$ cat src/rtl/emi_defs.svh
// Named constants for the zoned external memory interface master.
// Assumes inclusion by bare name from every file that needs them.
`ifndef EMI_DEFS_SVH
`define EMI_DEFS_SVH

// Bus and counter widths
`define EMI_ADDR_W       20
`define EMI_DATA_W       32
`define EMI_CYC_W        4
`define EMI_EL_W         8

// Timing clock is clk_sys divided by two
`define EMI_TIM_DIV_LAST 1'h1
`define EMI_TIM_DIV_ZERO 1'h0

// Asynchronous ready samples this many timing periods early
`define EMI_ASYNC_EARLY  2'h2
`define EMI_WAIT_NONE    2'h0

// Ready-mode encodings
`define EMI_RDY_SYNC     1'h0
`define EMI_RDY_ASYNC    1'h1

`endif

$ cat src/rtl/emi_pkg.sv
// Types shared by the external memory interface master.
// Assumes no other package.
package emi_pkg;

    typedef enum logic [2:0] {
        ST_IDLE,
        ST_ALIGN,
        ST_LEAD,
        ST_ACTIVE,
        ST_TRAIL
    } emi_state_t;

endpackage

$ cat src/rtl/emi_sync3.sv
// Three-stage synchroniser with agreement filter.
// Assumes a level input from outside the clk_sys domain.
`timescale 1ns/1ns

module emi_sync3 #(
    parameter logic RST_VAL = 1'b0
) (
    // Clock and reset
    input  wire logic clk_sys,
    input  wire logic rstn,
    // Level in and out
    input  wire logic async_in,
    output logic      sync_out
);

    logic s1_reg, s2_reg, s3_reg, out_reg;
    logic out_next;

    // Only the second and third stages are compared; the first may be metastable
    always_comb
    begin
        out_next = (s2_reg == s3_reg) ? s3_reg : out_reg;
    end

    always_ff @(posedge clk_sys or negedge rstn)
    begin
        if (!rstn)
        begin
            s1_reg  <= RST_VAL;
            s2_reg  <= RST_VAL;
            s3_reg  <= RST_VAL;
            out_reg <= RST_VAL;
        end
        else
        begin
            s1_reg  <= async_in;
            s2_reg  <= s1_reg;
            s3_reg  <= s2_reg;
            out_reg <= out_next;
        end
    end

    assign sync_out = out_reg;

endmodule // emi_sync3

$ cat src/rtl/emi_ext_mem_if.sv
// Master side of a zoned external memory bus with ready stretching.
// Assumes one request port on clk_sys and asynchronous memories outside.
`timescale 1ns/1ns
`include "emi_defs.svh"

////////////////////////////////////////////////////////////////////////////////
module emi_ext_mem_if #(
    parameter int ADDR_W = `EMI_ADDR_W,
    parameter int DATA_W = `EMI_DATA_W,
    parameter int CYC_W  = `EMI_CYC_W,
    parameter int EL_W   = `EMI_EL_W
) (
    // Clock and reset
    input  wire logic              clk_sys,
    input  wire logic              rstn,
    // Request side
    input  wire logic              req_valid,
    output logic                   req_ready,
    input  wire logic              req_write,
    input  wire logic [ADDR_W-1:0] req_addr,
    input  wire logic [DATA_W-1:0] req_wdata,
    output logic                   done_pulse,
    output logic [DATA_W-1:0]      rd_data,
    output logic                   busy,
    // Zone timing configuration
    input  wire logic [CYC_W-1:0]  rd_lead_cycles,
    input  wire logic [CYC_W-1:0]  rd_active_cycles,
    input  wire logic [CYC_W-1:0]  rd_trail_cycles,
    input  wire logic [CYC_W-1:0]  wr_lead_cycles,
    input  wire logic [CYC_W-1:0]  wr_active_cycles,
    input  wire logic [CYC_W-1:0]  wr_trail_cycles,
    input  wire logic              ready_enable,
    input  wire logic              ready_sample_mode,
    input  wire logic              double_timing_sel,
    input  wire logic              half_bus_clk,
    input  wire logic              bus_32bit_mode,
    // External bus
    output logic                   bus_out_clk,
    output logic                   zone_cs_n,
    output logic                   rd_strobe_n,
    output logic                   wr_strobe_lo_n,
    output logic                   wr_strobe_hi_n,
    output logic                   rd_not_wr,
    output logic [ADDR_W-1:0]      addr_bus,
    input  wire logic [DATA_W-1:0] data_bus_in,
    output logic [DATA_W-1:0]      data_bus_out,
    output logic                   data_bus_oe_n,
    input  wire logic              ext_ready
);
    import emi_pkg::*;

    if (ADDR_W < 2 || DATA_W < 1 || CYC_W < 2 || EL_W < CYC_W + 2)
    begin : g_bad_params
        $error("emi_ext_mem_if: unsupported parameter values");
    end

    ////////////////////////////////////////////////////////////////////////////
    // Ready synchroniser and timing clock

    logic rdy_sync;

    emi_sync3 #(.RST_VAL(1'b1)) u_rdy_sync (
        .clk_sys  (clk_sys),
        .rstn     (rstn),
        .async_in (ext_ready),
        .sync_out (rdy_sync)
    );

    emi_state_t             state_reg, state_next;
    logic                   div_reg, div_next, hp_reg, hp_next, tick;
    logic                   clk_reg, clk_next;
    logic [EL_W-1:0]        el_reg, el_next, el_inc, la_w, pt_w, lead_w;
    logic [CYC_W:0]         lead_reg, lead_next, trail_reg, trail_next;
    logic [CYC_W:0]         tcnt_reg, tcnt_next, lead_eff, act_eff, trail_eff;
    logic [CYC_W+1:0]       la_reg, la_next;
    logic                   wr_reg, wr_next, use_reg, use_next, mode_reg, mode_next;
    logic                   got_reg, got_next, rdy_hit, act_done, leadact;
    logic [1:0]             wait_reg, wait_next, wait_eff;
    logic [ADDR_W-1:0]      pend_reg, pend_next, addr_reg, addr_next;
    logic [DATA_W-1:0]      wdata_reg, wdata_next, rdata_reg, rdata_next;
    logic                   cs_reg, cs_next, rd_reg, rd_next, we_reg, we_next;
    logic                   hi_reg, hi_next, rnw_reg, rnw_next, oe_reg, oe_next;
    logic                   lsb_reg, lsb_next, done_reg, done_next, acc_n, act_n;

    // Timing clock is a tick every second clk_sys edge
    assign tick    = (div_reg == `EMI_TIM_DIV_LAST);
    assign div_next = tick ? `EMI_TIM_DIV_ZERO : ~div_reg;
    assign hp_next  = tick ? ~hp_reg : hp_reg;
    // Rising edge of bus_out_clk coincides with a timing period start
    assign clk_next = half_bus_clk ? ~hp_next : (div_next == `EMI_TIM_DIV_ZERO);

    ////////////////////////////////////////////////////////////////////////////
    // Access sequencer

    assign leadact  = (state_reg == ST_LEAD) || (state_reg == ST_ACTIVE);
    assign el_inc   = (el_reg == {EL_W{1'b1}}) ? el_reg : el_reg + 1'b1;
    assign la_w     = EL_W'(la_reg);
    assign lead_w   = EL_W'(lead_reg);
    // Async sample point saturates at the access start for very short settings
    assign pt_w     = (mode_reg == `EMI_RDY_ASYNC)
                    ? ((la_w > EL_W'(`EMI_ASYNC_EARLY)) ? la_w - EL_W'(`EMI_ASYNC_EARLY)
                                                        : '0)
                    : la_w;
    assign rdy_hit  = leadact && use_reg && !got_reg && (el_inc >= pt_w) && rdy_sync;
    assign wait_eff = rdy_hit ? ((mode_reg == `EMI_RDY_ASYNC) ? `EMI_ASYNC_EARLY
                                                              : `EMI_WAIT_NONE)
                              : wait_reg;
    assign act_done = (el_inc >= la_w) &&
                      (!use_reg || ((got_reg || rdy_hit) && wait_eff == `EMI_WAIT_NONE));
    assign lead_eff  = double_timing_sel ? {(req_write ? wr_lead_cycles : rd_lead_cycles), 1'b0}
                                         : {1'b0, (req_write ? wr_lead_cycles : rd_lead_cycles)};
    assign act_eff   = double_timing_sel ? {(req_write ? wr_active_cycles : rd_active_cycles), 1'b0}
                                         : {1'b0, (req_write ? wr_active_cycles : rd_active_cycles)};
    assign trail_eff = double_timing_sel ? {(req_write ? wr_trail_cycles : rd_trail_cycles), 1'b0}
                                         : {1'b0, (req_write ? wr_trail_cycles : rd_trail_cycles)};
    assign req_ready = (state_reg == ST_IDLE) && tick;

    always_comb
    begin
        state_next = state_reg;
        el_next    = el_reg;
        tcnt_next  = tcnt_reg;
        lead_next  = lead_reg;
        la_next    = la_reg;
        trail_next = trail_reg;
        wr_next    = wr_reg;
        use_next   = use_reg;
        mode_next  = mode_reg;
        got_next   = got_reg;
        wait_next  = wait_reg;
        pend_next  = pend_reg;
        wdata_next = wdata_reg;
        rdata_next = rdata_reg;
        done_next  = 1'b0;
        unique case (state_reg)
            ST_IDLE:
                if (req_valid && tick)
                begin
                    lead_next  = lead_eff;
                    la_next    = {1'b0, lead_eff} + {1'b0, act_eff};
                    trail_next = trail_eff;
                    wr_next    = req_write;
                    use_next   = ready_enable;
                    mode_next  = ready_sample_mode;
                    got_next   = 1'b0;
                    wait_next  = `EMI_WAIT_NONE;
                    el_next    = '0;
                    pend_next  = req_addr;
                    wdata_next = req_wdata;
                    // Start only where bus_out_clk rises, even just after a rate change
                    state_next = (clk_next && !clk_reg) ? ST_LEAD : ST_ALIGN;
                end
            ST_ALIGN:
                if (tick && clk_next && !clk_reg)
                    state_next = ST_LEAD;
            ST_LEAD, ST_ACTIVE:
                if (tick)
                begin
                    el_next   = el_inc;
                    got_next  = got_reg || rdy_hit;
                    wait_next = (wait_eff != `EMI_WAIT_NONE) ? wait_eff - 2'h1 : wait_eff;
                    if (act_done)
                    begin
                        tcnt_next = '0;
                        if (!wr_reg)
                            rdata_next = data_bus_in;
                        state_next = (trail_reg != '0) ? ST_TRAIL : ST_IDLE;
                        done_next  = (trail_reg == '0);
                    end
                    else if (el_inc >= lead_w)
                        state_next = ST_ACTIVE;
                end
            ST_TRAIL:
                if (tick)
                begin
                    tcnt_next = tcnt_reg + 1'b1;
                    if (tcnt_next >= trail_reg)
                    begin
                        state_next = ST_IDLE;
                        done_next  = 1'b1;
                    end
                end
            default:
                state_next = ST_IDLE;
        endcase
    end

    ////////////////////////////////////////////////////////////////////////////
    // Pin values follow the next state so they change with the timing edge

    always_comb
    begin
        acc_n     = (state_next == ST_LEAD) || (state_next == ST_ACTIVE) ||
                    (state_next == ST_TRAIL);
        act_n     = (state_next == ST_ACTIVE);
        cs_next   = !acc_n;
        rnw_next  = !(acc_n && wr_next);
        rd_next   = !(act_n && !wr_next);
        we_next   = !(act_n && wr_next);
        // Drive from strobe active through trail, release with rd_not_wr
        oe_next   = !(wr_next && (act_n || state_next == ST_TRAIL));
        // Address only moves when an access opens, never in alignment
        addr_next = (state_next == ST_LEAD && state_reg != ST_LEAD) ? pend_next : addr_reg;
        lsb_next  = acc_n ? addr_next[0] : 1'b1;
        hi_next   = bus_32bit_mode ? we_next : lsb_next;
    end

    always_ff @(posedge clk_sys or negedge rstn)
    begin
        if (!rstn)
        begin
            state_reg <= ST_IDLE;
            div_reg   <= 1'b0;
            hp_reg    <= 1'b0;
            clk_reg   <= 1'b0;
            el_reg    <= '0;
            tcnt_reg  <= '0;
            lead_reg  <= '0;
            la_reg    <= '0;
            trail_reg <= '0;
            wr_reg    <= 1'b0;
            use_reg   <= 1'b0;
            mode_reg  <= 1'b0;
            got_reg   <= 1'b0;
            wait_reg  <= '0;
            pend_reg  <= '0;
            addr_reg  <= '0;
            wdata_reg <= '0;
            rdata_reg <= '0;
            cs_reg    <= 1'b1;
            rd_reg    <= 1'b1;
            we_reg    <= 1'b1;
            hi_reg    <= 1'b1;
            rnw_reg   <= 1'b1;
            oe_reg    <= 1'b1;
            lsb_reg   <= 1'b1;
            done_reg  <= 1'b0;
        end
        else
        begin
            state_reg <= state_next;
            div_reg   <= div_next;
            hp_reg    <= hp_next;
            clk_reg   <= clk_next;
            el_reg    <= el_next;
            tcnt_reg  <= tcnt_next;
            lead_reg  <= lead_next;
            la_reg    <= la_next;
            trail_reg <= trail_next;
            wr_reg    <= wr_next;
            use_reg   <= use_next;
            mode_reg  <= mode_next;
            got_reg   <= got_next;
            wait_reg  <= wait_next;
            pend_reg  <= pend_next;
            addr_reg  <= addr_next;
            wdata_reg <= wdata_next;
            rdata_reg <= rdata_next;
            cs_reg    <= cs_next;
            rd_reg    <= rd_next;
            we_reg    <= we_next;
            hi_reg    <= hi_next;
            rnw_reg   <= rnw_next;
            oe_reg    <= oe_next;
            lsb_reg   <= lsb_next;
            done_reg  <= done_next;
        end
    end

    assign bus_out_clk    = clk_reg;
    assign zone_cs_n      = cs_reg;
    assign rd_strobe_n    = rd_reg;
    assign wr_strobe_lo_n = we_reg;
    assign wr_strobe_hi_n = hi_reg;
    assign rd_not_wr      = rnw_reg;
    assign addr_bus       = {addr_reg[ADDR_W-1:1], lsb_reg};
    assign data_bus_out   = wdata_reg;
    assign data_bus_oe_n  = oe_reg;
    assign rd_data        = rdata_reg;
    assign done_pulse     = done_reg;
    assign busy           = (state_reg != ST_IDLE);
endmodule // emi_ext_mem_if

$ cat config.mk
export PLATFORM = sky130hd
export DESIGN_NAME = emi_ext_mem_if
export DESIGN_NICKNAME = d
export VERILOG_FILES = /design/src/rtl/emi_pkg.sv /design/src/rtl/emi_sync3.sv /design/src/rtl/emi_ext_mem_if.sv
export VERILOG_INCLUDE_DIRS = /design/src /design/src/rtl
export SDC_FILE = /design/constraint.sdc
export NUM_CORES = 1
export LEC_CHECK = 0
export ABC_AREA = 0
export BUFFER_PORTS_ARGS = -buffer_cell sky130_fd_sc_hd__buf_2
export CORE_MARGIN = 2
export CORE_UTILIZATION = 25
export CTS_BUF_LIST = sky130_fd_sc_hd__clkbuf_16
export CTS_CLUSTER_DIAMETER = 50
export DETAILED_ROUTE_END_ITERATION = 16
export PLACE_DENSITY = 0.43
export SETUP_SLACK_MARGIN = 0.05
export SLEW_MARGIN = 20
export SYNTH_ARGS = -nofsm -noshare
export SYNTH_HDL_FRONTEND = slang
export SYNTH_SLANG_ARGS = --single-unit
$ cat constraint.sdc
create_clock -name clk_sys -period 4.83 [get_ports clk_sys]
set_clock_uncertainty 0.2 [all_clocks]
set_input_delay 0.7245 -clock clk_sys [delete_from_list [all_inputs] [get_ports clk_sys]]
set_output_delay 0.7245 -clock clk_sys [all_outputs]
set_load 0.1 [all_outputs]
==> results of run 1 <==
-- metal layers --
layer	vias to the layer above	routed length [um]
met5	-	0
met4	0	305
met3	15	739
met2	102	8994
met1	2484	8086
li1	2479	-
-- synth_stat cells (5+ instances only) --
master	number	share of area
dfstp_2	11	0.038
o31ai_1	5	0.0050
mux2_2	119	0.18
nor2_1	19	0.0094
buf_4	20	0.020
mux2i_1	12	0.016
o21ai_0	22	0.015
nand2_1	34	0.017
ha_1	32	0.053
clkbuf_1	5	0.0025
buf_6	5	0.0074
dfrtp_1	146	0.48
nand3_1	7	0.0046
xnor2_1	10	0.012
inv_1	25	0.012
a21oi_1	17	0.011
buf_2	8	0.0053
-- worst register-to-register path, cell delays in order (launching register included) --
cell and delay [ns]:
dfrtp_1 0.41, ha_1 0.24, and4_1 0.37, nand4_2 0.30, nand2_1 0.20, xnor2_1 0.22, ha_1 0.28, o21a_1 0.14
nor2_1 0.05, o31ai_4 0.27, a31oi_2 0.17, nor4_4 0.26, buf_4 0.42, mux2_2 0.41
-- worst max-delay path by stage --
stage                    from          end  slack [ns]  cells after the start
finish              el_reg[0]   rd_data[7]        0.77                     13
global route        el_reg[0]  rd_data[14]        0.44                     13
CTS                 el_reg[0]  tcnt_reg[1]        0.72                     12
detailed placement  el_reg[0]   rd_data[7]        0.75                     13
global placement    el_reg[0]  tcnt_reg[1]        0.80                     12
floorplan           el_reg[0]  tcnt_reg[1]        1.23                     13
-- metrics by stage --
stage               cell area, um^2  hold slack, ns
floorplan                      7575          0.1452
global placement               8872          0.1490
detailed placement             8872          0.1516
CTS                            9474          0.1640
global route                   9477          0.1693
finish                         9479          0.1619
-- logic make-up (layout without fill, tap and decap cells) --
group                    after synthesis  in the layout  share of synthesized area
flip-flops                           157            157                     0.5205
multiplexers                         131            131                     0.1928
AND/OR/NAND/NOR                      103            103                    0.07730
AO/OA/AOI/OAI                         88             88                    0.08358
buffers and inverters                 68            272                    0.05286
adder cells (fa/ha/maj)               34             34                    0.05682
XOR/XNOR                              14             14                    0.01619
other                                  0              2                          0
-- area by class of cell --
class	count	area, um^2
fill	3038	20240
sequential	157	3943
multi-input combinational	370	3243
timing repair buffer	216	1100
tap	390	488.0
clock buffer	17	425.4
clock inverter	13	176.4
inverter	26	98.84
antenna	2	5.005
==> results.sh, run 1 <==
export IMPL_status="completed"
export IMPL_place_ws_ns=0.7488
export IMPL_final_util=0.3190
export IMPL_final_common_cell="buf_2"
export IMPL_reg2regPathDepth=13
export IMPL_period_share=0.8409
export IMPL_finalHoldViolCount=0
export IMPL_final_nets=939
export IMPL_wl_per_cell_um=15.22
export IMPL_vias=5080
export IMPL_critical_path_buf_inv_count=1
export IMPL_die_area_mm2=0.03171
export IMPL_use_met2=0.1893
export IMPL_place_congestion=0.7607
export IMPL_grt_busiest_layer="met2"
export IMPL_worst_slew_pin_slew_ns=0.9486
export IMPL_initial_core_util=0.2549
export IMPL_fin_ws_ns=0.7685
export IMPL_clockBufferDepth=2
export IMPL_grt_ovfl_total=0
export IMPL_critPathMaxFanout=32
export IMPL_start_kind="flop"
export IMPL_clk_latency_ns=0.42
export IMPL_ant_nets=0
export IMPL_r2r_start="el_reg[0]"
export IMPL_die_w_um=178.1
export IMPL_cts_resized_gates=0
export IMPL_hold_buffers=0
export IMPL_ys_seq_area_frac=0.5205
export IMPL_viasPerCell=4.265
export IMPL_end_kind="flop"
export IMPL_synth_ff_type="dfrtp_1"
export IMPL_dp_hpwl_um=13250
export IMPL_cts_buffers=17
export IMPL_boundaryPins=212
export IMPL_clock_sinks=157
export IMPL_worstHoldEndpoint="u_rdy_sync.s2_reg"
export IMPL_worst_setup_path_type="reg -> reg"
export IMPL_path_clk_slew_ns=0.06
export IMPL_drv_slew=0
export IMPL_crit_path_cell_trace="ha_1 > and4_1 > nand4_2 > nand2_1 > xnor2_1 > ha_1 > o21a_1 > nor2_1 > o31ai_4 > a31oi_2 > nor4_4 > buf_4 > mux2_2"
export IMPL_crit_required_ns=4.93
export IMPL_drive_gt1_frac=0.5006
export IMPL_track_usage=0.1166
export IMPL_syn_inst=595
export IMPL_path_common_cell="ha_1"
export IMPL_grt_pass1_wl_um=28260
export IMPL_crit_family="simple AND/OR/NAND/NOR gates"
export IMPL_rsz0062_at_grt="false"
export IMPL_syn_to_final_growth_pct=25.14
export IMPL_syn_nets=746
export IMPL_dr_pass1_iters=4
export IMPL_final_cells=1191
export IMPL_synth_edf_count=0
export IMPL_grt_use_met3=0.02579
export IMPL_hold_class="reg -> reg"
export IMPL_drc=0
export IMPL_fmax_mhz=246.2
export IMPL_synth_seq_cells=157
export IMPL_syn_area_per_cell_um2=12.73
export IMPL_grt_met1_usage=0.1491
export IMPL_async_reset_ff_frac=1.000
export IMPL_cp_arrival_ns=4.16
export IMPL_grt_pass1_vias=5131
export IMPL_layout_common_cells="210 x buf_2, 146 x dfrtp_1, 119 x mux2_2, 34 x nand2_1, 32 x ha_1"
export IMPL_post_cts_buffers=0
export IMPL_core_area_mm2=0.02972
export IMPL_hold_depth=0
export IMPL_reg2reg_setup_slack_ns=0.77
export IMPL_reg2reg_to="rd_data[7]"
export IMPL_place_port_buffers=211
export IMPL_yosysUniqueCellTypes=73
export IMPL_std_cell_rows=63
export IMPL_ys_warn_count=0
export IMPL_grt_max_degree=98
export IMPL_finalSetupViolations=0
export IMPL_first_iter_violations=239
export IMPL_fin_setup_tns_ns=0
export IMPL_antenna_found_initial=1
export IMPL_critical_path_slowest_cell="buf_4"
export IMPL_min_period_ns=4.062
export IMPL_dieHeight_um=178.1
export IMPL_wl_um=18130
export IMPL_htreeDepth=4
export IMPL_cts_tree="yes"
export IMPL_slew_headroom=0.3676
export IMPL_dp_cells=1159
export IMPL_timing_max_cap_violations=0
export IMPL_syn_area_mm2=0.007575
export IMPL_max_stage_delay_ns=0.42
export IMPL_clockRootBuffer="clkbuf_16"
export IMPL_hp_start="u_rdy_sync.s1_reg"
Power of run 1 is left out: the tool's default activity adds up to more than one toggle a clock period on the data nets, which glitch-free logic cannot reach.
==> run 2, diff against run 1 <==
==> constraint.sdc (replaced) <==
create_clock -name clk_sys -period 3.9 [get_ports clk_sys]
set_clock_uncertainty 0.2 [all_clocks]
set_input_delay 0.585 -clock clk_sys [delete_from_list [all_inputs] [get_ports clk_sys]]
set_output_delay 0.585 -clock clk_sys [all_outputs]
set_load 0.1 [all_outputs]
==> run 2 against run 1 <==
Compared with the run above: first-iteration DRC count decreased by 20%; maximum frequency increased by 11%; critical endpoint is now rd_data[5]; cell count increased by 1.3%; highest routed layer unchanged; sequential share of layout area is 0.73 points lower; global-route usage increased by 0.21 points.
==> results.sh, run 2 (synthesis gave the netlist of run 1 again) <==
export IMPL_drc=0
export IMPL_path_clk_slew_ns=0.07
export IMPL_final_common_cell="buf_2"
export IMPL_max_stage_delay_ns=0.39
export IMPL_fin_ws_ns=0.2515
export IMPL_drv_slew=0
export IMPL_clk_latency_ns=0.43
export IMPL_end_kind="flop"
export IMPL_hp_start="ext_ready"
export IMPL_finalHoldViolCount=0
export IMPL_start_kind="flop"
export IMPL_vias=5151
export IMPL_reg2reg_setup_slack_ns=0.25
export IMPL_status="completed"
export IMPL_final_fill_count=3020
export IMPL_wl_um=18740
export IMPL_boundaryPins=212
export IMPL_initial_core_util=0.2549
export IMPL_hold_depth=1
export IMPL_dr_pass1_iters=4
export IMPL_period_share=0.9355
export IMPL_min_period_ns=3.649
export IMPL_r2r_start="el_reg[0]"
export IMPL_grt_ovfl_total=0
export IMPL_std_cell_rows=63
export IMPL_grt_max_degree=63
export IMPL_cts_tree="yes"
export IMPL_critPathMaxFanout=8
export IMPL_path_common_cell="buf_4"
export IMPL_clockRootBuffer="clkbuf_16"
export IMPL_dp_hpwl_um=13740
export IMPL_grt_pass1_vias=5264
export IMPL_final_nets=954
export IMPL_first_iter_violations=191
export IMPL_dieHeight_um=178.1
export IMPL_critical_path_slowest_cell="dfrtp_1"
export IMPL_clock_sinks=157
export IMPL_cts_buffers=17
export IMPL_fin_setup_tns_ns=0
export IMPL_place_port_buffers=211
export IMPL_wl_per_cell_um=15.53
export IMPL_ant_nets=0
export IMPL_htreeDepth=4
export IMPL_antenna_found_initial=1
export IMPL_place_ws_ns=0.1233
export IMPL_reg2reg_to="rd_data[5]"
export IMPL_fmax_mhz=274.1
export IMPL_syn_to_final_growth_pct=27.39
export IMPL_die_area_mm2=0.03171
export IMPL_track_usage=0.1187
export IMPL_worstHoldEndpoint="u_rdy_sync.s1_reg"
export IMPL_clockBufferDepth=2
export IMPL_viasPerCell=4.268
export IMPL_worst_slew_pin_slew_ns=0.8414
export IMPL_die_w_um=178.1
export IMPL_crit_path_cell_trace="buf_4 > and3_4 > and3_2 > and3_1 > a21boi_1 > a21oi_1 > ha_1 > nand4_1 > o31ai_4 > a31oi_4 > nor4_4 > buf_4 > buf_6 > mux2_2"
export IMPL_reg2regPathDepth=14
export IMPL_place_congestion=0.7268
export IMPL_crit_required_ns=4.01
export IMPL_grt_pass1_wl_um=29040
export IMPL_finalSetupViolations=0
export IMPL_rsz0062_at_grt="false"
export IMPL_hold_class="in -> reg"
export IMPL_drive_gt1_frac=0.5159
export IMPL_slew_headroom=0.4353
export IMPL_timing_max_cap_violations=0
export IMPL_layout_common_cells="210 x buf_2, 146 x dfrtp_1, 119 x mux2_2, 34 x nand2_1, 31 x ha_1"
export IMPL_core_area_mm2=0.02972
export IMPL_cp_arrival_ns=3.76
export IMPL_worst_setup_path_type="reg -> reg"
[run 2: cell types whose count changed in the layout (fill, tap and decap cells not counted), moves of 2 or more]
cell | previous run | this run
buf_4 | 5 | 16
xnor2_1 | 10 | 8
bufinv_16 | 4 | 2
inv_6 | 0 | 5
xnor2_2 | 0 | 2
inv_8 | 0 | 2
clkinv_4 | 2 | 0
[run 2: what timing repair did]
item,CTS,global route
setup buffers,0,2
hold endpoints to repair,51,0
endpoints found under the setup margin,0,40
hold buffers,1,0
gates resized for setup,0,10
[run 2: layout make-up]
type | count | area (um^2) | area share
sequential | 157 | 3943 | 0.4086
multi-input combinational | 370 | 3286 | 0.3405
timing repair buffer | 231 | 1249 | 0.1294
tap | 390 | 488.0 | 0.05057
clock buffer | 17 | 425.4 | 0.04409
clock inverter | 15 | 157.7 | 0.01634
inverter | 26 | 98.84 | 0.01024
antenna | 1 | 2.502 | 0.0002593
[run 2: routing by layer]
metal  up-vias  global-route usage  wire length [um]
met5         -                   0                 0
met4         0             0.04816               408
met3        25             0.02835               802
met2       109              0.1943              9264
met1      2505              0.1503              8267
li1       2512                   -                 -
[run 2: worst max-delay path, delay by kind of cell (launching register included)]
| kind | cells | cell delay, ns |
|---|---|---|
| fa+ha+maj | 1 | 0.20 |
| mux | 1 | 0.34 |
| compound gates | 4 | 0.84 |
| buf+inv | 3 | 0.50 |
| flops | 1 | 0.39 |
| simple gates | 5 | 1.04 |
[run 2: how the worst max path moves through the flow]
stage	startpoint	endpoint	slack, ns	cells past startpoint
2_1_floorplan	el_reg[0]	tcnt_reg[1]	0.30	13
3_3_place_gp	el_reg[1]	wr_strobe_hi_n	0.16	13
3_5_place_dp	el_reg[1]	rd_data[12]	0.12	12
4_1_cts	el_reg[0]	rd_data[21]	0.11	12
5_1_grt	el_reg[1]	rd_data[5]	0.04	15
6_report	el_reg[0]	rd_data[5]	0.25	14
[run 2: metrics by stage]
stage	util	cells	instance area, um^2	hold slack [ns]
after floorplan	-	595	7575	0.08941
after global placement	0.3015	1169	8960	0.1524
after detailed placement	0.3015	1169	8960	0.1494
after CTS	0.3215	1202	9553	0.03469
after global routing	0.3247	1207	9649	0.04015
final	0.3247	1207	9649	0.06013
Power of run 2 is left out for the same reason.
